[src/add_latch_pkg.sv]
package add_latch_pkg;

    // ==========================================================
    // Opcode fields
    // ==========================================================
    localparam logic [7:0] OPC_ADD_LITERAL = 8'h00_b1;
    localparam logic [6:0] OPC_ADD_REGISTER = 7'h07;
    localparam logic [5:0] OPC_LATCH_READ = 6'h28;
    localparam int DEST_BIT = 8;
    localparam int BYTE_SEL_BIT = 9;
    localparam logic [7:0] BYTE_ZERO = 8'h00_00;
    localparam logic [15:0] WORD_ZERO = 16'h0000;

    // ==========================================================
    // Instruction phases
    // ==========================================================
    typedef enum logic [1:0] {
        PH_DECODE = 2'b00,
        PH_READ = 2'b01,
        PH_PROCESS = 2'b11,
        PH_WRITE = 2'b10
    } phase_t;

    typedef enum logic [1:0] {
        OP_NONE = 2'b00,
        OP_ADD_LIT = 2'b01,
        OP_ADD_REG = 2'b11,
        OP_LATCH_RD = 2'b10
    } op_t;

    // Request from the decoder.
    typedef struct packed {
        logic valid;
        logic [15:0] word;
    } instr_t;

    // File register array access.
    typedef struct packed {
        logic rd_en;
        logic wr_en;
        logic [7:0] addr;
        logic [7:0] wdata;
    } file_req_t;

    typedef struct packed {
        phase_t phase;
        op_t op;
        logic [15:0] word;
        logic [7:0] operand;
        logic [7:0] result;
        logic [7:0] acc;
        file_req_t file;
        logic done;
    } state_t;

endpackage : add_latch_pkg

[src/add_and_latch_read_datapath.sv]
// Operation
// - Add-literal opcode adds accumulator and 8-bit literal into accumulator.
// - Add-register opcode adds accumulator and file register; d clear writes accumulator.
// - Add-register with d set writes the file register, accumulator unchanged.
// - Latch-read copies one table latch byte into the addressed file register.
// - Byte select 1 copies the high latch byte, 0 the low byte.
// - Latch-read changes neither latch byte nor any status flag.
// - Latch-read returns bytes loaded earlier by the program table read.
`timescale 1ns/100ps
module add_and_latch_read_datapath (
    // Clock and reset.
    input wire logic mclk,
    input wire logic srst,
    // Instruction from the decoder, taken in the decode phase.
    input wire add_latch_pkg::instr_t instr,
    output logic instr_ready,
    // Table latch, loaded by the program table read elsewhere in the core.
    input wire logic [15:0] table_latch,
    // File register array.
    output add_latch_pkg::file_req_t file_req,
    input wire logic [7:0] file_rdata,
    // Results.
    output logic [7:0] working_accumulator,
    output logic op_done
);

    // ==========================================================
    // State
    // ==========================================================
    add_latch_pkg::state_t st_ff;
    add_latch_pkg::state_t nxt_st;
    logic [15:0] latch_snap;

    // The decoder may only present a new word while we sit in decode.
    assign instr_ready = (st_ff.phase == add_latch_pkg::PH_DECODE);
    assign latch_snap = table_latch;

    // Next-state logic walks the four phases of one instruction cycle.
    always_comb begin
        nxt_st = st_ff;
        nxt_st.done = 1'b0;
        nxt_st.file.rd_en = 1'b0;
        nxt_st.file.wr_en = 1'b0;
        case (st_ff.phase)
            add_latch_pkg::PH_DECODE: begin
                nxt_st.op = add_latch_pkg::OP_NONE;
                nxt_st.word = instr.word;
                nxt_st.phase = add_latch_pkg::PH_DECODE;
                if (instr.valid) begin
                    nxt_st.phase = add_latch_pkg::PH_READ;
                    nxt_st.file.addr = instr.word[7:0];
                    if (instr.word[15:8] == add_latch_pkg::OPC_ADD_LITERAL) begin
                        nxt_st.op = add_latch_pkg::OP_ADD_LIT;
                    end else if (instr.word[15:9] == add_latch_pkg::OPC_ADD_REGISTER) begin
                        nxt_st.op = add_latch_pkg::OP_ADD_REG;
                        nxt_st.file.rd_en = 1'b1;
                    end else if (instr.word[15:10] == add_latch_pkg::OPC_LATCH_READ) begin
                        nxt_st.op = add_latch_pkg::OP_LATCH_RD;
                    end
                end
            end
            add_latch_pkg::PH_READ: begin
                nxt_st.phase = add_latch_pkg::PH_PROCESS;
                case (st_ff.op)
                    add_latch_pkg::OP_ADD_LIT: nxt_st.operand = st_ff.word[7:0];
                    // Array answers in the same cycle as the read strobe.
                    add_latch_pkg::OP_ADD_REG: nxt_st.operand = file_rdata;
                    add_latch_pkg::OP_LATCH_RD: begin
                        if (st_ff.word[add_latch_pkg::BYTE_SEL_BIT]) begin
                            nxt_st.operand = latch_snap[15:8];
                        end else begin
                            nxt_st.operand = latch_snap[7:0];
                        end
                    end
                    default: nxt_st.operand = add_latch_pkg::BYTE_ZERO;
                endcase
            end
            add_latch_pkg::PH_PROCESS: begin
                nxt_st.phase = add_latch_pkg::PH_WRITE;
                if (st_ff.op == add_latch_pkg::OP_LATCH_RD) begin
                    nxt_st.result = st_ff.operand;
                end else begin
                    // Carry is dropped on purpose; flags live elsewhere in the core.
                    nxt_st.result = 8'(st_ff.acc + st_ff.operand);
                end
            end
            add_latch_pkg::PH_WRITE: begin
                nxt_st.phase = add_latch_pkg::PH_DECODE;
                nxt_st.done = (st_ff.op != add_latch_pkg::OP_NONE);
                case (st_ff.op)
                    add_latch_pkg::OP_ADD_LIT: nxt_st.acc = st_ff.result;
                    add_latch_pkg::OP_ADD_REG: begin
                        if (st_ff.word[add_latch_pkg::DEST_BIT]) begin
                            nxt_st.file.wr_en = 1'b1;
                            nxt_st.file.wdata = st_ff.result;
                        end else begin
                            nxt_st.acc = st_ff.result;
                        end
                    end
                    add_latch_pkg::OP_LATCH_RD: begin
                        nxt_st.file.wr_en = 1'b1;
                        nxt_st.file.wdata = st_ff.result;
                    end
                    default: nxt_st.acc = st_ff.acc;
                endcase
            end
            default: nxt_st.phase = add_latch_pkg::PH_DECODE;
        endcase
    end

    // State register with synchronous reset.
    always_ff @(posedge mclk) begin
        if (srst) begin
            st_ff <= '{phase: add_latch_pkg::PH_DECODE, op: add_latch_pkg::OP_NONE,
                       word: add_latch_pkg::WORD_ZERO, operand: add_latch_pkg::BYTE_ZERO,
                       result: add_latch_pkg::BYTE_ZERO, acc: add_latch_pkg::BYTE_ZERO,
                       file: '0, done: 1'b0};
        end else begin
            st_ff <= nxt_st;
        end
    end

    assign file_req = st_ff.file;
    assign working_accumulator = st_ff.acc;
    assign op_done = st_ff.done;

endmodule : add_and_latch_read_datapath

[config.mk]
export PLATFORM = sky130hd
export DESIGN_NAME = add_and_latch_read_datapath
export DESIGN_NICKNAME = d
export VERILOG_FILES = /design/src/add_latch_pkg.sv /design/src/add_and_latch_read_datapath.sv
export SDC_FILE = /design/constraint.sdc
export NUM_CORES = 1
export LEC_CHECK = 0
export BUFFER_PORTS_ARGS = -buffer_cell sky130_fd_sc_hd__buf_2
export CORE_MARGIN = 5
export CORE_UTILIZATION = 30
export DETAILED_ROUTE_END_ITERATION = 10
export SYNTH_ARGS = -nofsm -noshare
export SYNTH_HDL_FRONTEND = slang
export SYNTH_SLANG_ARGS = --single-unit
[constraint.sdc]
create_clock -name mclk -period 1.7 [get_ports mclk]
set_clock_uncertainty 0.1 [all_clocks]
set_input_delay 0.17 -clock mclk [delete_from_list [all_inputs] [get_ports mclk]]
set_output_delay 0.17 -clock mclk [all_outputs]
set_load 0.05 [all_outputs]
---- After elaboration in Yosys (flattened, before gate mapping) ----
Cells that the tools add are included.
cells by class
  reductions and logical operators ........ 9
  add/subtract/negate cells ............... 1
  bitwise operators ....................... 3
  multiplexer cells ....................... 15
  eq/ne operators ......................... 11
operators by type and width
  operator              number
  $mux W8               4
  $pmux W8 S2           2
  $pmux W8 S3           1
  $add A8 B8 Y8         1
  $eq A2 B2 Y1 const B  4
  $eq A8 B8 Y1 const B  1
  $pmux W2 S4           1
  $eq A7 B3 Y1 const B  1
  $eq A6 B6 Y1 const B  1
  $mux W2               3
  $reduce_and A3 Y1     2
  $reduce_bool A2 Y1    3
  $eq A2 B1 Y1 const B  2
  $ne A2 B2 Y1 const B  2
  $reduce_or A4 Y1      1
  $mux W3               1
  $not A1 Y1            3
  $logic_not A2 Y1      1
  $mux W1               2
  $pmux W1 S2           1
  $reduce_and A2 Y1     1
  $reduce_or A2 Y1      1
word-level totals
  input port bits ......................... 43
  word-level logic and storage cells ...... 50
  bits in registers ....................... 57
  output and inout bits ................... 28

---- Depth between registers and ports, before layout ----
Gate-level depths: netlist of the first run.
  word-level depth ........................ 6
  gate-level depth with buffers ........... 8
  depth with buffers taken out ............ 8

---- Worst setup path before layout of the first run ----
OpenSTA, ideal clock, no wires.
  path kind ............................... register -> register
  start point ............................. register st_ff, in the netlist working_accumulator[0]
  end point ............................... register st_ff[31] (netlist name)
  slack ................................... -0.130 ns
  buffers on the path ..................... 0
  setup time .............................. 0.058 ns
  arrival ................................. 1.671 ns
  period minus slack after synthesis ...... 1.830 ns
  cell stages (with the launch flop) ...... 9
  required time ........................... 1.542 ns
  cell sequence ........................... dfxtp_1 ha_1 inv_1 fa_1 nor2b_1 o21a_1 nor3_1 o31ai_1 o211a_1
between the ends
  cells in the longest elaborated chain, start to end .. 2
ends and longest elaborated chain
  element                 line                                RTL
  start, declared         add_and_latch_read_datapath.sv:30   add_latch_pkg::state_t st_ff;
  start signal, assigned  add_and_latch_read_datapath.sv:114  st_ff <= '{phase: add_latch_pkg::PH_DECODE, op: add_latch_pkg::OP_NONE,
  start signal, assigned  add_and_latch_read_datapath.sv:119  st_ff <= nxt_st;
  $add A8 B8 Y8           add_and_latch_read_datapath.sv:84   nxt_st.result = 8'(st_ff.acc + st_ff.operand);
  $mux W8                 add_and_latch_read_datapath.sv:80   if (st_ff.op == add_latch_pkg::OP_LATCH_RD) begin
No other way between the ends.
A chain may end at the register's enable or synchronous reset.

---- Worst setup path in the final report of the first run ----
  start point ............................. register st_ff[35] (netlist name)
  end point ............................... register st_ff[31] (netlist name)
The elaborated chain is that of the path after synthesis.

==> results of run 1 <==
-- area by class of cell --
class / count / area (sq um)
sequential: 57 / 1150
clock buffer: 10 / 128
clock inverter: 6 / 82.6
inverter: 7 / 27.5
tap: 129 / 161
multi-input combinational: 230 / 1490
fill: 953 / 5560
timing repair buffer: 101 / 646
-- worst register-to-register path, cell delays in order, from the launching register on --
cell,delay [ps]
dfxtp_2,350
ha_4,140
inv_2,40
fa_2,360
nor2b_4,140
o21a_1,170
nor3_1,50
o31ai_1,210
o211a_1,180
-- cell usage in the layout (no fill, tap or decap), types with 2 or more instances in the layout --
cell	count
ha_1	3
xnor2_1	4
nand2b_1	4
and2_1	2
nor2b_1	3
buf_4	18
clkbuf_8	9
nor2_1	33
o211ai_1	3
o21ai_0	18
nand2_1	57
nor3_1	3
buf_12	3
a221oi_1	8
clkinv_2	4
nor4b_1	2
o21a_1	3
a211oi_2	2
dfxtp_1	53
a311oi_1	2
o22ai_1	3
dlygate4sd3_1	10
buf_2	70
ha_4	4
a21oi_1	24
mux2i_1	24
a21o_1	2
inv_1	5
dfxtp_2	4
bufinv_16	2
-- registers in the layout (all words and copies together), names as in the netlist --
register / cells
st_ff: 30
op_done: 1
file_req: 18
working_accumulator: 8
-- final timing paths --
| check | start | to | slack, ps | cells after the start |
|---|---|---|---|---|
| worst max-delay path | st_ff[35] | st_ff[31] | -90 | 8 |
| worst min-delay path | instr[15] | file_req[17] | 40 | 3 |
| worst max register to register | st_ff[35] | st_ff[31] | -90 | 8 |
| worst min register to register | st_ff[49] | st_ff[49] | 350 | 2 |
-- metal layers --
| layer | wire length (microns) | track usage |
|---|---|---|
| met1 | 3410 | 0.170 |
| met2 | 3140 | 0.201 |
| met3 | 520 | 0.0420 |
| met4 | 94 | 0.0433 |
| met5 | 0 | 0 |
-- report_power, final --
part	switching, mW	internal [mW]	total (mW)
clock	0.560	0.817	1.38
sequential	0.0420	1.39	1.43
combinational	0.226	0.168	0.393
-- logic make-up (layout without fill, tap and decap cells) --
logic type / after synthesis / in the layout / synth area share
xor gates and xnor gates: 4 / 4 / 0.0123
AOI/OAI and AO/OA: 78 / 78 / 0.180
muxes: 24 / 24 / 0.0843
and+or+nand+nor: 116 / 116 / 0.182
DFF: 57 / 57 / 0.400
adders and majority gates: 8 / 8 / 0.0378
buffers and inverters: 51 / 124 / 0.104
-- per-stage QoR --
step / instance area [sq um] / setup slack (ps) / hold WS, ps / utilization
3_5_place_dp: 3310 / -70.1 / 335 / 0.358
4_1_cts: 3620 / -74.6 / 28.0 / 0.392
5_1_grt: 3680 / -192 / 39.1 / 0.398
6_report: 3680 / -85.4 / 36.4 / 0.398
3_3_place_gp: 3310 / -27.3 / 330 / 0.358
2_1_floorplan: 2870 / 25.2 / 206 / -
-- repair_timing --
action	in CTS	in global routing
endpoints found under the setup margin	2	4
hold buffers	10	0
pin swaps	4	8
gates resized for setup	1	11
hold endpoints to repair	18	0
==> metrics.md, run 1 <==
| Metric | Value |
|---|---|
| Placed cells | 514 |
| CTS buffer count | 9 |
| Crit path cell chain | ha_4, inv_2, fa_2, nor2b_4, o21a_1, nor3_1, o31ai_1, o211a_1 |
| Synth Flop Type | dfxtp_1 |
| Final period util | 1.05 |
| Buffer count from post-CTS setup fixing | 0 |
| DR pass1 iterations | 4 |
| Estimated wirelength of the detail-placed design | 5.34 mm |
| Leading cell types by count after synthesis | dfxtp_1, nand2_1, nor2_1 |
| Final Critical Period | 1790 ps |
| Violated checks | setup timing |
| First-pass GRT wire length | 11.9 mm |
| Vias per cell | 4.60 |
| Clock Latency Late Sink | 340 ps |
| Die Wd | 107 microns |
| Initial cell density of the core | 0.308 |
| Worst-path clk slew | 70 ps |
| Area growth, synth to finish | 29.1% |
| Max Clock Freq | 560 MHz |
| Yosys top cell area share | 0.400 |
| Fin nets | 457 |
| Status | finished with violations |
| Measured slew at the worst slew-check pin | 415 ps |
| Routed len/inst | 13.3 microns |
| Routability congestion estimate | 0.868 |
| Max VDD drop | 0.416 mV |
| Largest stage delay, worst path | 360 ps |
| #FFs+latches synth | 57 |
| Slew Viols, Final | 0 |
| Worst Path Max Fanout | 3 |
| Worst setup margin | -85.4 ps |
| Core area | 0.00924 sq mm |
| Seq/Total Area, Yosys | 0.400 |
| Share of cells above drive strength 1 | 0.316 |
| Synth warn | 0 |
| TNS Setup | -85.4 ps |
| Area leader, netlist | dfxtp_1 |
| Vias | 2483 |
| Startpoint type of the worst setup path | flip-flop |
| Number of synthesized flops with an enable pin | 0 |
| GRT overflow | 0 |
| Die Ht | 107 microns |
| Crit path DAT | 1970 ps |
| MaxCap Viol Count | 0 |
| CTS tree | built |
| Worst Setup End Kind | flip-flop |
| Req. time, crit path | 1890 ps |
| Total power | 3.20 mW |
| Ant diodes | 0 |
| Initial antenna violation count | 0 |
| P per Cell Area | 870 mW/mm^2 |
| Static Leakage | 1.60 nW |
| Iter 0 DRT Violations | 89 |
| Gate Count Post-Synth | 338 |
| ANT nets after route | 0 |
| Port Buffers | 70 |
| RSZ-0062 raised after global routing | true |
| Mean post-synth cell area | 8.43 sq um |
| Row count | 35 |
| Worst Path Buf+Inv | 1 |
| Worst path top cell family by delay | compound AO/OA/AOI/OAI gates |
| Slew HR | 0.723 |
| Largest net degree at the start of global routing | 35 |
| Worst Path Class, Setup | flip-flop to flip-flop |
| Area of the die | 0.0115 sq mm |
| GRT Resource Usage Total | 0.129 |
| Post-Route WL | 7.16 mm |
| Ports | 71 |
| Cell Area, Synth | 0.00285 sq mm |
| Final Hold Viols | 0 |
| # DRC | 0 |
| Vias in the first global route | 2489 |
| Clock Tree Buf Depth | 2 |
| Clk sink count | 57 |
| Post-synth ARST share | 0 |
| Crit-path slowest cell | fa_2 |
| Root Buffer | clkbuf_8 |
| Synth area leaders | dfxtp_1, mux2i_1, nand2_1 |
| Final std cells w/o fill | 540 |
| H-tree Lvls | 3 |
| Hold Crit Class | primary input to flip-flop |
| Synth unique cells | 47 |
| # setup viols final | 1 |
| Syn_nets | 389 |
No activity file was read; power rests on OpenSTA's default activity.
==> inputs of run 2 (changes only) <==
Settings changed: CELL_PAD_IN_SITES_DETAIL_PLACEMENT set to 0, CELL_PAD_IN_SITES_GLOBAL_PLACEMENT set to 1, HOLD_SLACK_MARGIN set to 0.15, PLACE_DENSITY_LB_ADDON set to 0.1.
==> run 2 against run 1 <==
  * The run still ends with setup timing left
  * Core utilization increased by 0.93 points
  * First-iteration DRC count down 16%
  * Die area unchanged
  * Maximum frequency up 1.3%
  * Worst setup slack gained 23 ps
  * Wire length rose by 5.2%
  * Via count down 0.56%
==> metrics.md, run 2 (synthesis gave the netlist of run 1 again) <==
| Metric | Value |
|---|---|
| Violated checks | setup timing (unchanged) |
| Measured slew at the worst slew-check pin | 413 ps (was 415 ps) |
| Startpoint of the worst hold path | file_rdata[2] (was instr[15]) |
| Met3 GRT Util | 0.0456 (was 0.0420) |
| MaxCap Viol Count | 0 (unchanged) |
| Slew HR | 0.724 (was 0.723) |
| # DRC | 0 (unchanged) |
| Placed cells | 518 (was 514) |
| # setup viols final | 2 (was 1) |
| Hold Crit Class | primary input to flip-flop (unchanged) |
| GRT Resource Usage Total | 0.138 (was 0.129) |
| Vias | 2469 (was 2483) |
| Flop2flop setup slack | -60 ps (was -90 ps) |
| Req. time, crit path | 1880 ps (was 1890 ps) |
| Clock Tree Buf Depth | 2 (unchanged) |
| Fin nets | 466 (was 457) |
| Post-Route WL | 7.53 mm (was 7.16 mm) |
| Cell count of the worst hold path | 5 (was 3) |
| WHS Endpoint | st_ff[37] (was file_req[17]) |
| Global Route met2 Usage | 0.227 (was 0.201) |
| Worst Path Class, Setup | flip-flop to flip-flop (unchanged) |
| Worst Path Max Fanout | 3 (unchanged) |
| Ports | 71 (unchanged) |
| Worst setup margin | -62.5 ps (was -85.4 ps) |
| Most common cell after layout, fill and taps aside | buf_2 (unchanged) |
| Die Wd | 107 microns (unchanged) |
| RSZ-0062 raised after global routing | true (unchanged) |
| H-tree Lvls | 3 (unchanged) |
| Total internal power | 2.59 mW (was 2.37 mW) |
| Static Leakage | 1.65 nW (was 1.60 nW) |
| Share of cells above drive strength 1 | 0.314 (was 0.316) |
| Final Core Density | 0.408 (was 0.398) |
| Worst Reg-to-Reg Cells | 8 (unchanged) |
| GRT Max-Usage Layer | met2 (unchanged) |
| GRT overflow | 0 (unchanged) |
| Worst-path clk slew | 70 ps (about the same) |
| Fillers | 968 (was 953) |
| Clk sink count | 57 (unchanged) |
| Initial cell density of the core | 0.308 (unchanged) |
| Final Hold Viols | 0 (unchanged) |
| Final Critical Period | 1760 ps (was 1790 ps) |
| Reg-to-reg startpoint | st_ff[35] (unchanged) |
| DR pass1 iterations | 4 (unchanged) |
| Vias per cell | 4.50 (was 4.60) |
| Status | finished with violations (unchanged) |
| Row count | 35 (unchanged) |
| Max VDD drop | 0.411 mV (was 0.416 mV) |
| Root Buffer | clkbuf_8 (unchanged) |
| Switching Fraction | 0.244 (was 0.259) |
| Initial antenna violation count | 0 (unchanged) |
| Estimated wirelength of the detail-placed design | 5.63 mm (was 5.34 mm) |
| Met1 usage | 0.176 (was 0.170) |
| Routed len/inst | 13.7 microns (was 13.3 microns) |
| Clock power share | 0.459 (was 0.430) |
| Ant diodes | 0 (unchanged) |
| Max reg flops | 30 (unchanged) |
| Largest stage delay, worst path | 360 ps (about the same) |
| Clock Latency Late Sink | 340 ps (about the same) |
| CTS buffer count | 9 (unchanged) |
| Core area | 0.00924 sq mm (unchanged) |
| R2R Path End | st_ff[31] (unchanged) |
| Startpoint type of the worst setup path | flip-flop (unchanged) |
| Final period util | 1.04 (was 1.05) |
| Max Clock Freq | 567 MHz (was 560 MHz) |
| Crit-path slowest cell | fa_2 (unchanged) |
| CTS tree | built (unchanged) |
| P per Cell Area | 907 mW/mm^2 (was 870 mW/mm^2) |
| ANT nets after route | 0 (unchanged) |
| Vias in the first global route | 2519 (was 2489) |
| First-pass GRT wire length | 12.5 mm (was 11.9 mm) |
| Biggest register | st_ff (unchanged) |
| Routability congestion estimate | 0.818 (was 0.868) |
| Area growth, synth to finish | 32.2% (was 29.1%) |
| Total power | 3.42 mW (was 3.20 mW) |
| Slew Viols, Final | 0 (unchanged) |
| Crit path DAT | 1940 ps (was 1970 ps) |
| Crit path cell chain | ha_4, inv_2, fa_2, nor2b_4, o21a_1, nor3_1, o31ai_1, o211a_1 (unchanged) |
| Logic pwr share | 0.123 (about the same) |
| Most frequent cells in the layout | buf_2, nand2_1, dfxtp_1, nor2_1, a21oi_1 (was buf_2, nand2_1, dfxtp_1, nor2_1) |
| Seq pwr share | 0.418 (was 0.447) |
| Largest net degree at the start of global routing | 23 (was 35) |
| Iter 0 DRT Violations | 75 (was 89) |
| Worst Setup End Kind | flip-flop (unchanged) |
| Port Buffers | 70 (unchanged) |
| Sw power | 0.833 mW (was 0.828 mW) |
| Final std cells w/o fill | 549 (was 540) |
| Die Ht | 107 microns (unchanged) |
| Area of the die | 0.0115 sq mm (unchanged) |
-- run 2: layer usage --
layer / wire length [microns] / vias up / part of all wire
li1: - / 1296 / -
met1: 3600 / 1103 / 0.48
met2: 3440 / 65 / 0.46
met3: 446 / 5 / 0.059
met4: 42 / 0 / 0.0056
met5: 0 / - / 0
-- run 2: repair_timing --
item                       4_1_cts  5_1_grt
pin swaps                        6        1
hold buffers                    15        0
gates resized for setup          8        7
hold endpoints to repair        22        0
buffers inserted                 0        0
setup endpoints to repair        4        7
-- run 2: through the flow --
step                      cell area (sq um)  hold slack (ps)  setup WS (ps)  setup TNS, ps
after CTS                              3740              154          -43.9          -43.9
after global routing                   3770              200           -142           -287
after floorplan                        2870              206           25.2              0
after detailed placement               3310              328           -116           -176
after global placement                 3310              327          -46.9          -89.6
final                                  3770              157          -62.5          -67.8
-- run 2: worst max-delay path by stage --
stage | start | to | slack, ps | depth (start not counted)
after floorplan | st_ff[35] | st_ff[31] | 30 | 8
after global placement | working_accumulator[1] | st_ff[34] | -50 | 6
after detailed placement | working_accumulator[1] | st_ff[34] | -120 | 6
after CTS | st_ff[35] | st_ff[31] | -40 | 8
after global routing | st_ff[35] | st_ff[31] | -140 | 8
final | st_ff[35] | st_ff[31] | -60 | 8
-- run 2: power by group through the flow --
stage	Combinational, mW	Clock [mW]	Sequential [mW]
finish	0.421	1.57	1.43
CTS	0.421	1.62	1.43
floorplan	0.256	0	1.44
global route	0.469	1.68	1.44
global placement	0.384	0	1.46
detailed placement	0.386	0	1.46
-- run 2: area by class of cell --
type | count | area, sq um | share of cell area
multi-input cells | 230 | 1470 | 0.390
clock buffers | 11 | 141 | 0.0375
repair buffers | 110 | 718 | 0.191
inverters | 7 | 27.5 | 0.00731
flip-flops and latches | 57 | 1150 | 0.305
clock inverters | 5 | 103 | 0.0272
well taps | 129 | 161 | 0.0428
-- run 2: critical path: cells and delay by family (launching register included) --
family / cells / cell delay [ps]
AO/OA/AOI/OAI: 3 / 540
AND/OR/NAND/NOR: 2 / 190
buffers and inverters: 1 / 30
flip-flops: 1 / 350
adder cells (fa/ha/maj): 2 / 500
